File: config.mk
export PLATFORM = sky130hd
export DESIGN_NAME = dtc_cycle_config
export DESIGN_NICKNAME = d
export VERILOG_FILES = /design/src/hw/dtc_cycle_config.v /design/src/hw/dtc_interval_timer.v
export VERILOG_INCLUDE_DIRS = /design/src /design/src/hw
export SDC_FILE = /design/constraint.sdc
export NUM_CORES = 1
export LEC_CHECK = 0
export BUFFER_PORTS_ARGS = -buffer_cell sky130_fd_sc_hd__buf_2
export CAP_MARGIN = 20
export CORE_MARGIN = 1.5
export CORE_UTILIZATION = 47
export DETAILED_ROUTE_END_ITERATION = 6
export PLACE_DENSITY_LB_ADDON = 0.08
export SYNTH_ARGS = -nofsm -noshare
export SYNTH_HDL_FRONTEND = slang
export SYNTH_SLANG_ARGS = --single-unit
File: constraint.sdc
create_clock -name clk -period 2.4 [get_ports clk]
set_input_delay 0.24 -clock clk [delete_from_list [all_inputs] [get_ports clk]]
set_output_delay 0.24 -clock clk [all_outputs]
set_load 0.1 [all_outputs]
File: src/hw/dtc_cycle_map.vh
/*
 * Register offsets, field positions, reset values and timing constants for
 * the dynamic fan-start-temperature pacing register bank.
 * Assumes it is included by bare name from the design files under hw/.
 */
`ifndef DTC_CYCLE_MAP_VH
`define DTC_CYCLE_MAP_VH

`define DTC_ADDR_DYN_CTRL1     8'h36
`define DTC_ADDR_INTERVAL      8'h37
`define DTC_ADDR_PWM_MAX_FIRST 8'h38
`define DTC_ADDR_PWM_MAX_LAST  8'h3a
`define DTC_ADDR_CONFIG1       8'h40

`define DTC_RB_HI_MSB          7
`define DTC_RB_HI_LSB          6
`define DTC_LOC_MSB            5
`define DTC_LOC_LSB            3
`define DTC_RA_MSB             2
`define DTC_RA_LSB             0
`define DTC_RB_LO_BIT          0
`define DTC_LOCK_BIT           1

`define DTC_RST_INTERVAL       8'h00
`define DTC_RST_DYN_CTRL1      8'h00
`define DTC_RST_PWM_MAX        8'hff
`define DTC_RST_CONFIG1        8'h01

`define DTC_BASE_DEC_CYCLES    12'h008
`define DTC_SAT_CYCLES         12'h800
`define DTC_MON_RATE_HZ        8
`define DTC_CLK_HZ             250000000
`define DTC_MON_TICK_CLKS      (`DTC_CLK_HZ / `DTC_MON_RATE_HZ)

`endif

File: src/hw/dtc_cycle_config.v
/*
 * Pacing configuration for the dynamic fan-start-temperature loop:
 * interval codes for the local and remote channels, the maximum PWM duty
 * limits and the write-once limit lock, plus pacing timers for the local and remote B channels.
 * Assumes a serial management front end that delivers decoded single-cycle
 * write and read strobes synchronous to clk.
 */
// Contract
// - Local code n spaces decreases 8*2^n cycles apart, increases twice that.
// - Remote B code: bits 7:6 here, third bit in dynamic control register 1.
// - Remote B code n: decreases every 8*2^n cycles, increases double.
// - With limit lock set, the interval register ignores all writes.
// - Every maximum PWM duty limit resets to full scale.
// - Local code in bits 5:3, remote A code in bits 2:0, read/write.
// - Three maximum duty limits sit at consecutive addresses, read/write.
// - Lock bit is write-once; lockable registers stay locked until reset.
`default_nettype none
`include "dtc_cycle_map.vh"

module dtc_cycle_config #(
    parameter [31:0] MON_TICK_CLKS = `DTC_MON_TICK_CLKS // Clocks per monitoring cycle.
) (
    input  wire       clk,              // System clock, 250 MHz.
    input  wire       rst_n,            // Power-on reset, asynchronous, active low.
    input  wire       wrEn,             // Pulse: register write.
    input  wire [7:0] wrAddr,           // Write address.
    input  wire [7:0] wrData,           // Write data.
    input  wire       rdEn,             // Pulse: register read.
    input  wire [7:0] rdAddr,           // Read address.
    output reg  [7:0] rdData_q,         // Read data, one cycle after rdEn.
    output reg        rdValid_q,        // Pulse: rdData_q is valid.
    output reg        wrRefused_q,      // Pulse: a write was dropped by the lock.
    input  wire       locAdjDone,       // Pulse: local threshold was adjusted.
    input  wire       rmtBAdjDone,      // Pulse: remote B threshold was adjusted.
    output wire       locDecOk,         // Local decrease permitted.
    output wire       locIncOk,         // Local increase permitted.
    output wire       rmtBDecOk,        // Remote B decrease permitted.
    output wire       rmtBIncOk,        // Remote B increase permitted.
    output wire       monTick,          // Pulse: one monitoring cycle.
    output wire [2:0] localAdjustInterval,   // Local interval code.
    output wire [2:0] remoteAAdjustInterval, // Remote A interval code.
    output wire [2:0] remoteBAdjustInterval, // Remote B interval code.
    output wire [7:0] pwmMax1,          // Maximum duty, PWM output 1.
    output wire [7:0] pwmMax2,          // Maximum duty, PWM output 2.
    output wire [7:0] pwmMax3,          // Maximum duty, PWM output 3.
    output wire       limitLock         // Limit lock state.
);

    localparam ST_RUN    = 2'b01;
    localparam ST_LOCKED = 2'b10;

    function isPwmAddr;
        input [7:0] a;
        begin
            isPwmAddr = (a >= `DTC_ADDR_PWM_MAX_FIRST) && (a <= `DTC_ADDR_PWM_MAX_LAST);
        end
    endfunction

    reg  [7:0] interval_q;
    reg  [7:0] dynCtrl1_q;
    reg  [7:0] config1_q;
    wire [23:0] pwmFlat;
    reg  [1:0] lockState_q;
    reg  [1:0] lockState_d;
    reg  [31:0] tickCnt_q;
    reg        tick_q;
    wire       locked;
    wire       wrLockable;

    assign locked = (lockState_q == ST_LOCKED);

    // Only reset leaves the locked state, so a later write of zero cannot unlock.
    always @* begin
        case (lockState_q)
            ST_RUN: begin
                if (wrEn && wrAddr == `DTC_ADDR_CONFIG1 && wrData[`DTC_LOCK_BIT]) begin
                    lockState_d = ST_LOCKED;
                end else begin
                    lockState_d = ST_RUN;
                end
            end
            ST_LOCKED: begin
                lockState_d = ST_LOCKED;
            end
            default: begin
                lockState_d = ST_LOCKED;
            end
        endcase
    end

    always @(posedge clk or negedge rst_n) begin
        if (!rst_n) begin
            lockState_q <= ST_RUN;
        end else begin
            lockState_q <= lockState_d;
        end
    end

    // Only the registers this bank owns are lockable here; the lock bit itself
    // is also lockable, so once set it can never be written back to zero.
    assign wrLockable = wrEn &&
                        (wrAddr == `DTC_ADDR_INTERVAL || wrAddr == `DTC_ADDR_DYN_CTRL1 ||
                         wrAddr == `DTC_ADDR_CONFIG1 || isPwmAddr(wrAddr));

    always @(posedge clk or negedge rst_n) begin
        if (!rst_n) begin
            interval_q  <= `DTC_RST_INTERVAL;
            dynCtrl1_q  <= `DTC_RST_DYN_CTRL1;
            config1_q   <= `DTC_RST_CONFIG1;
            wrRefused_q <= 1'b0;
        end else begin
            wrRefused_q <= wrLockable && locked;
            if (wrEn && !locked) begin
                if (wrAddr == `DTC_ADDR_INTERVAL) begin
                    interval_q <= wrData;
                end
                if (wrAddr == `DTC_ADDR_DYN_CTRL1) begin
                    dynCtrl1_q <= wrData;
                end
                if (wrAddr == `DTC_ADDR_CONFIG1) begin
                    config1_q <= wrData;
                end
            end
        end
    end

    // Each limit lives in its own generate block, so every register has exactly
    // one driving process; the flat vector gathers them for the read mux.
    genvar g;
    generate
        for (g = 0; g < 3; g = g + 1) begin : gPwm
            reg [7:0] limit_q;
            always @(posedge clk or negedge rst_n) begin
                if (!rst_n) begin
                    limit_q <= `DTC_RST_PWM_MAX;
                end else if (wrEn && !locked &&
                             wrAddr == `DTC_ADDR_PWM_MAX_FIRST + g) begin
                    limit_q <= wrData;
                end
            end
            assign pwmFlat[8*g +: 8] = limit_q;
        end
    endgenerate

    // A read in the same cycle as a write to that address returns the old value.
    always @(posedge clk or negedge rst_n) begin
        if (!rst_n) begin
            rdData_q  <= 8'h00;
            rdValid_q <= 1'b0;
        end else begin
            rdValid_q <= rdEn;
            if (rdEn) begin
                if (rdAddr == `DTC_ADDR_INTERVAL) begin
                    rdData_q <= interval_q;
                end else if (rdAddr == `DTC_ADDR_DYN_CTRL1) begin
                    rdData_q <= dynCtrl1_q;
                end else if (rdAddr == `DTC_ADDR_CONFIG1) begin
                    rdData_q <= {config1_q[7:2], locked, config1_q[0]};
                end else if (isPwmAddr(rdAddr)) begin
                    rdData_q <= pwmFlat[{rdAddr[1:0], 3'h0} +: 8];
                end else begin
                    rdData_q <= 8'h00;
                end
            end
        end
    end

    // Monitoring-cycle pacing from the system clock. The tick runs freely, so
    // an adjustment may fall anywhere inside a monitoring cycle and the first
    // interval after it can be up to one tick short of its nominal length.
    always @(posedge clk or negedge rst_n) begin
        if (!rst_n) begin
            tickCnt_q <= 32'h00000000;
            tick_q    <= 1'b0;
        end else begin
            if (tickCnt_q >= MON_TICK_CLKS - 32'h00000001) begin
                tickCnt_q <= 32'h00000000;
                tick_q    <= 1'b1;
            end else begin
                tickCnt_q <= tickCnt_q + 32'h00000001;
                tick_q    <= 1'b0;
            end
        end
    end

    assign monTick = tick_q;

    assign localAdjustInterval   = interval_q[`DTC_LOC_MSB:`DTC_LOC_LSB];
    assign remoteAAdjustInterval = interval_q[`DTC_RA_MSB:`DTC_RA_LSB];
    assign remoteBAdjustInterval = {dynCtrl1_q[`DTC_RB_LO_BIT],
                                    interval_q[`DTC_RB_HI_MSB:`DTC_RB_HI_LSB]};
    assign pwmMax1   = pwmFlat[7:0];
    assign pwmMax2   = pwmFlat[15:8];
    assign pwmMax3   = pwmFlat[23:16];
    assign limitLock = locked;

    dtc_interval_timer uLocTimer (
        .clk     (clk),
        .rst_n   (rst_n),
        .monTick (tick_q),
        .code    (localAdjustInterval),
        .adjDone (locAdjDone),
        .decOk   (locDecOk),
        .incOk   (locIncOk)
    );

    dtc_interval_timer uRmtBTimer (
        .clk     (clk),
        .rst_n   (rst_n),
        .monTick (tick_q),
        .code    (remoteBAdjustInterval),
        .adjDone (rmtBAdjDone),
        .decOk   (rmtBDecOk),
        .incOk   (rmtBIncOk)
    );

endmodule // dtc_cycle_config

`default_nettype wire

File: src/hw/dtc_interval_timer.v
/*
 * One channel's pacing timer: counts monitoring cycles since the last
 * fan-start-temperature adjustment and reports when a decrease or an
 * increase may next be made.
 * Assumes monTick is a one-clock pulse per monitoring cycle.
 */
`default_nettype none
`include "dtc_cycle_map.vh"

module dtc_interval_timer (
    input  wire       clk,       // System clock.
    input  wire       rst_n,     // Asynchronous reset, active low.
    input  wire       monTick,   // One pulse per monitoring cycle.
    input  wire [2:0] code,      // Interval code of this channel.
    input  wire       adjDone,   // Pulse: an adjustment was just made.
    output wire       decOk,     // A decrease may be made now.
    output wire       incOk      // An increase may be made now.
);

    function [11:0] decCycles;
        input [2:0] c;
        begin
            decCycles = `DTC_BASE_DEC_CYCLES << c;
        end
    endfunction

    reg  [11:0] elapsed_q;
    wire [11:0] elapsed_d;
    wire [11:0] decLimit;
    wire [11:0] incLimit;

    // The count saturates at the longest interval so it never wraps back
    // into a window where adjustments would wrongly be refused.
    assign elapsed_d = adjDone ? 12'h000 :
                       (monTick && elapsed_q != `DTC_SAT_CYCLES) ?
                       elapsed_q + 12'h001 : elapsed_q;

    always @(posedge clk or negedge rst_n) begin
        if (!rst_n) begin
            elapsed_q <= 12'h000;
        end else begin
            elapsed_q <= elapsed_d;
        end
    end

    assign decLimit = decCycles(code);
    assign incLimit = {decLimit[10:0], 1'b0};
    assign decOk    = (elapsed_q >= decLimit);
    assign incOk    = (elapsed_q >= incLimit);

endmodule // dtc_interval_timer

`default_nettype wire

After elaboration in Yosys (flattened, before gate mapping):

Cells that the tools add are included.

* flip-flop bits (word level): 117
* output and inout bits: 49
* input port bits: 30
* word-level logic and storage cells: 75

* reductions and logical operators: 21
* $add $sub $neg: 3
* equal/unequal tests: 13
* mux-type cells: 12
* shifts and indexed selects: 3
* $lt $le $gt $ge: 9

Operator list (number)
* 8-bit by 6-bit == test with 1-bit output, second input constant: 7
* 12-bit greater-or-equal comparator: 4
* 12-bit two-way mux: 4
* 32-bit by 1-bit adder with 32-bit output, second input constant: 1
* 32-bit by 25-bit greater-or-equal comparator with 1-bit output, second input constant: 1
* 32-bit two-way mux: 1
* 8-bit two-way mux: 4
* 12-bit by 1-bit adder with 12-bit output, second input constant: 2
* 12-bit inequality test, second input constant: 2
* 24-bit by 6-bit indexed part select with 8-bit output: 1
* 4-bit by 3-bit << shifter with 12-bit output, first input constant: 2
* 8-bit by 7-bit == test with 1-bit output, second input constant: 2
* 8-bit by 6-bit greater-or-equal comparator with 1-bit output, second input constant: 2
* 8-bit by 6-bit less-or-equal comparator with 1-bit output, second input constant: 2
* 1-bit logical AND: 12
* 2-bit AND reduction: 3
* 2-bit two-way mux: 2
* 2-bit nonzero test: 2
* 1-bit logical OR: 3
* 2-bit by 1-bit == test with 1-bit output, second input constant: 1
* 2-bit == test, second input constant: 1
* 1-bit zero test: 1
* 1-bit two-way mux: 1

Longest topological paths before layout:

* word-level depth: 6
* gate-level depth with buffers: 8
* depth with buffers taken out: 7

Cells and area by module:

A second synthesis with hierarchy kept.

* cells, all modules: 592
* area total of the unflattened synthesis: 6359.8 um2

Modules (own cells, without submodules)
* dtc_cycle_config: cells each 376, times used 1, area each 4352.9 um2, seq. area each 2334.7 um2
* dtc_interval_timer at uRmtBTimer: cells each 108, times used 1, area each 1004.7 um2, seq. area each 300.3 um2
* dtc_interval_timer at uLocTimer: cells each 108, times used 1, area each 1002.2 um2, seq. area each 300.3 um2

Least setup slack after synthesis:

OpenSTA, ideal clock, no wires.

* kind: flip-flop to output port
* start: register interval_q[6]
* end: output rmtBDecOk
* setup slack: -2105 ps
* data arrival time: 4265 ps
* cell stages (with the launch flop): 8
* required time: 2160 ps
* path buffers: 1
* path through: dfrtp_1 > clkbuf_1 > or3b_2 > ha_1 > o21ai_0 > nand2b_1 > a211oi_1 > o21ai_0

* word-level cells in the longest chain between the ends: 2

Ends and longest elaborated chain
* from (decl): RTL line dtc_cycle_config.v:59 `reg [7:0] interval_q;`
* from (signal assigned): RTL line dtc_cycle_config.v:107 `` interval_q <= `DTC_RST_INTERVAL; ``
* from (signal assigned): RTL line dtc_cycle_config.v:115 `interval_q <= wrData;`
* 4-bit by 3-bit << shifter with 12-bit output (no source line)
* 12-bit greater-or-equal comparator: RTL line dtc_interval_timer.v:48 `assign decOk = (elapsed_q >= decLimit);`
* to (decl): RTL line dtc_cycle_config.v:37 `output wire rmtBDecOk,`

No other way between the ends.

Worst setup path in the final report:

* start: register interval_q[6]
* end: output rmtBIncOk

* word-level cells in the longest chain between the ends: 2

Ends and longest elaborated chain
* 4-bit by 3-bit << shifter with 12-bit output (no source line)
* 12-bit greater-or-equal comparator: RTL line dtc_interval_timer.v:49 `assign incOk = (elapsed_q >= incLimit);`
* to (decl): RTL line dtc_cycle_config.v:38 `output wire rmtBIncOk,`

No other way between the ends.

==> impl_results.md <==
- Status: complete, but fails checks
- Failing checks: negative setup slack
- GR Overflow Total: 0
- Static Leak: 3.61 nW
- Routed WL per cell: about 17 um
- Vias in the first global route: between 4000 and 5000
- Most common cell in the netlist: dfrtp_1
- Clock Latency Late Sink: about 0.42 ns
- Top post-synthesis cells by count: dfrtp_1, nor2_1, mux2_2
- Area delta synth->final: 26.6%
- Post-DP HPWL: approximately 10000 um
- CTS Sinks: between 100 and 150
- Number of routed nets with antenna violations: 0
- Clock tree buffer depth: 2
- Post-Syn Area per Cell: about 11 um2
- Arr. time, crit path: 2.38 ns
- N_diodes: 0
- Clk_skew: about 0.0067 ns
- Worst hold path class: input pin to flip-flop
- Fmax: between 300 and 400 MHz
- Final worst-path cycle share: 109%
- Final setup fails: 4
- Yosys top cell area share: between 30% and 40%
- Slew headroom: between 50 and 60%
- Die outline area: about 14000 um2
- Global-route wire length before repair: between 20000 and 25000 um
- Die Y: between 100 and 150 um
- Sw Pwr: roughly 1.1 mW
- Crit-path max FO: 6
- Sequential share of the synthesized area: 46.5%
- Post-synth EDFFs: 0
- Vias: approximately 4800
- Clock share of power: roughly 54%
- IO buf count: 78
- Peak supply drop: between 0.4 and 0.5 mV
- Asr flop ratio synth: 100%
- Core area: between 10000 and 15000 um2
- Initial detailed-routing violation count: between 200 and 250
- Largest cells by area after synthesis: dfrtp_1, dfstp_2, mux2_2, ha_1, nor2_1
- Die W: 119 um
- Initial core utilization: between 40% and 50%
- Clock Pin Slew Worst Setup and Hold Paths: about 0.060 ns
- Flop and latch count out of synthesis: about 120
- Dominant synthesized flop cell: dfrtp_1
- Critical path startpoint category: flip-flop
- Clock root cell: clkbuf_16
- CTS tree: yes
- Data required time of the worst path: 2.16 ns
- RSZ-0062 raised after global routing: true
- Mapped Area: 6310 um2
- Vias per std cell: between 5 and 6
- Dpl cells: 841
- Tmin final: ~2.6 ns
- Worst Max-Slew Pin Slew: 0.615 ns
- Core Rows: 42
- Antenna violations before repair: 0
- Net Sw Frac: between 20% and 30%
- Slew Limit Fails: 0
- Pwr Density: between 500 and 600 nW/um2
- Post-layout nets: approximately 760
- Distinct cells, synth: 60
- DRT Wirelength: ~15000 um
- Largest net degree at the start of global routing: between 100 and 150
- Layout cells sized above 1: 35.6%
- IO Pins: slightly below 80
- Synth area leader: dfrtp_1
- Pre-antenna DRT Iters: 4
- Hold_ws: about 0.13 ns
- Crit end category: primary output
- DRC viols: 0
- TritonCTS Buffers: 17
- Gate power share: around 4%
- Non-filler cells, final: slightly below 900
- Worst Path Class, Setup: flip-flop to primary output
- CTS HTree Levels: 4
- Post-Syn Instances: 583
- RePlAce Congestion: 0.844
- MaxCap Viol Count: 0
- Gr usage total: approximately 22%
- Warnings, synthesis: 0
- Pre-CTS setup slack: 0.0153 ns
- Final worst setup slack: -0.217 ns
- Int Pwr: ~3.7 mW
- Fin. Hold Viols: 0
- Sequential share of power: between 40% and 50%
[registers in the layout (all words and copies together), names as in the netlist, 8 cells and up]
register,flops
interval_q,8
pwmMax2,8
pwmMax1,8
uRmtBTimer.elapsed_q,12
uLocTimer.elapsed_q,12
rdData_q,8
dynCtrl1_q,8
pwmMax3,8
tickCnt_q,32
[worst max-delay path, stage by stage, from the launching register on]
cell	delay, ns
dfrtp_4	0.50
buf_6	0.13
or3b_4	0.39
ha_4	0.28
o2111ai_2	0.11
a21oi_2	0.15
a21oi_2	0.07
a21oi_4	0.14
buf_12	0.19
[power by group through the flow]
stage / Clock, mW / Sequential (mW) / Combinational [mW]
2_1_floorplan: 0 / 2.04 / 0.0702
3_3_place_gp: 0 / 2.02 / 0.187
3_5_place_dp: 0 / 2.02 / 0.192
4_1_cts: 2.62 / 1.99 / 0.196
5_1_grt: 2.72 / 1.99 / 0.216
6_report: 2.57 / 1.99 / 0.193
[final timing paths]
path                               start                endpoint  slack [ns]  cells past startpoint
max reg2reg                tickCnt_q[16]           tickCnt_q[13]        0.38                      6
min reg2reg                 tickCnt_q[0]            tickCnt_q[0]        0.48                      1
min in group asynchronous          rst_n  uLocTimer.elapsed_q[9]        0.44                      3
max                        interval_q[6]               rmtBIncOk       -0.22                      8
min                                 wrEn             wrRefused_q        0.13                      2
max in group asynchronous          rst_n           interval_q[7]        1.45                      3
[per-layer routing]
| layer | track usage [%] | vias up | wire length (um) |
|---|---|---|---|
| met5 | 0 | - | 0 |
| li1 | - | 2336 | - |
| met4 | 6.55 | 0 | 121 |
| met2 | 34.1 | 95 | 6810 |
| met1 | 29.4 | 2367 | 7040 |
| met3 | 6.99 | 12 | 716 |
[layout make-up]
type                            instances  area [um2]
Inverter                               10        37.5
Clock buffer                           20         447
Clock inverter                         12         154
Multi-Input combinational cell        440        3470
Tap cell                              176         220
Fill cell                            1105        5200
Sequential cell                       116        2950
Timing Repair Buffer                  107         706
[placed cells by master, fill, tap and decap left out, drive strengths merged, types with 10 or more instances in the layout]
| cell type | instances |
|---|---|
| a21oi | 23 |
| and3 | 16 |
| buf | 106 |
| clkbuf | 20 |
| dfrtp | 90 |
| dfstp | 26 |
| ha | 37 |
| inv | 12 |
| mux2 | 47 |
| nand2 | 16 |
| nand3 | 23 |
| nand4 | 15 |
| nor2 | 66 |
| nor2b | 10 |
| nor3 | 20 |
| o21ai | 19 |
| xnor2 | 19 |
| xor2 | 24 |
[cells by family after synthesis]
group,count (synthesis),share of synthesized area (%)
DFF,116,46.5
and+or+nand+nor,219,19.3
muxes,55,9.66
AOI/OAI and AO/OA,79,8.65
buffers and inverters,33,2.46
adders and majority gates,37,7.34
xor gates and xnor gates,43,5.97
other,1,0.0595
[per-stage QoR]
| stage | util (%) | total power [mW] | area (um2) | setup TNS (ns) |
|---|---|---|---|---|
| after floorplan | - | 2.11 | 6540 | -0.538 |
| after global placement | 54.6 | 2.21 | 7200 | 0 |
| after detailed placement | 54.6 | 2.22 | 7200 | 0 |
| after CTS | 60.2 | 4.81 | 7950 | -0.912 |
| after global routing | 60.6 | 4.93 | 7990 | -1.09 |
| final | 60.6 | 4.76 | 7990 | -0.747 |
[what timing repair did]
action	4_1_cts	5_1_grt
hold endpoints to repair	90	0
setup endpoints to repair	4	4
gates resized for setup	19	5
pin swaps	10	10
buffers inserted	7	0
hold buffers	1	0
No activity file was read; power rests on OpenSTA's default activity.
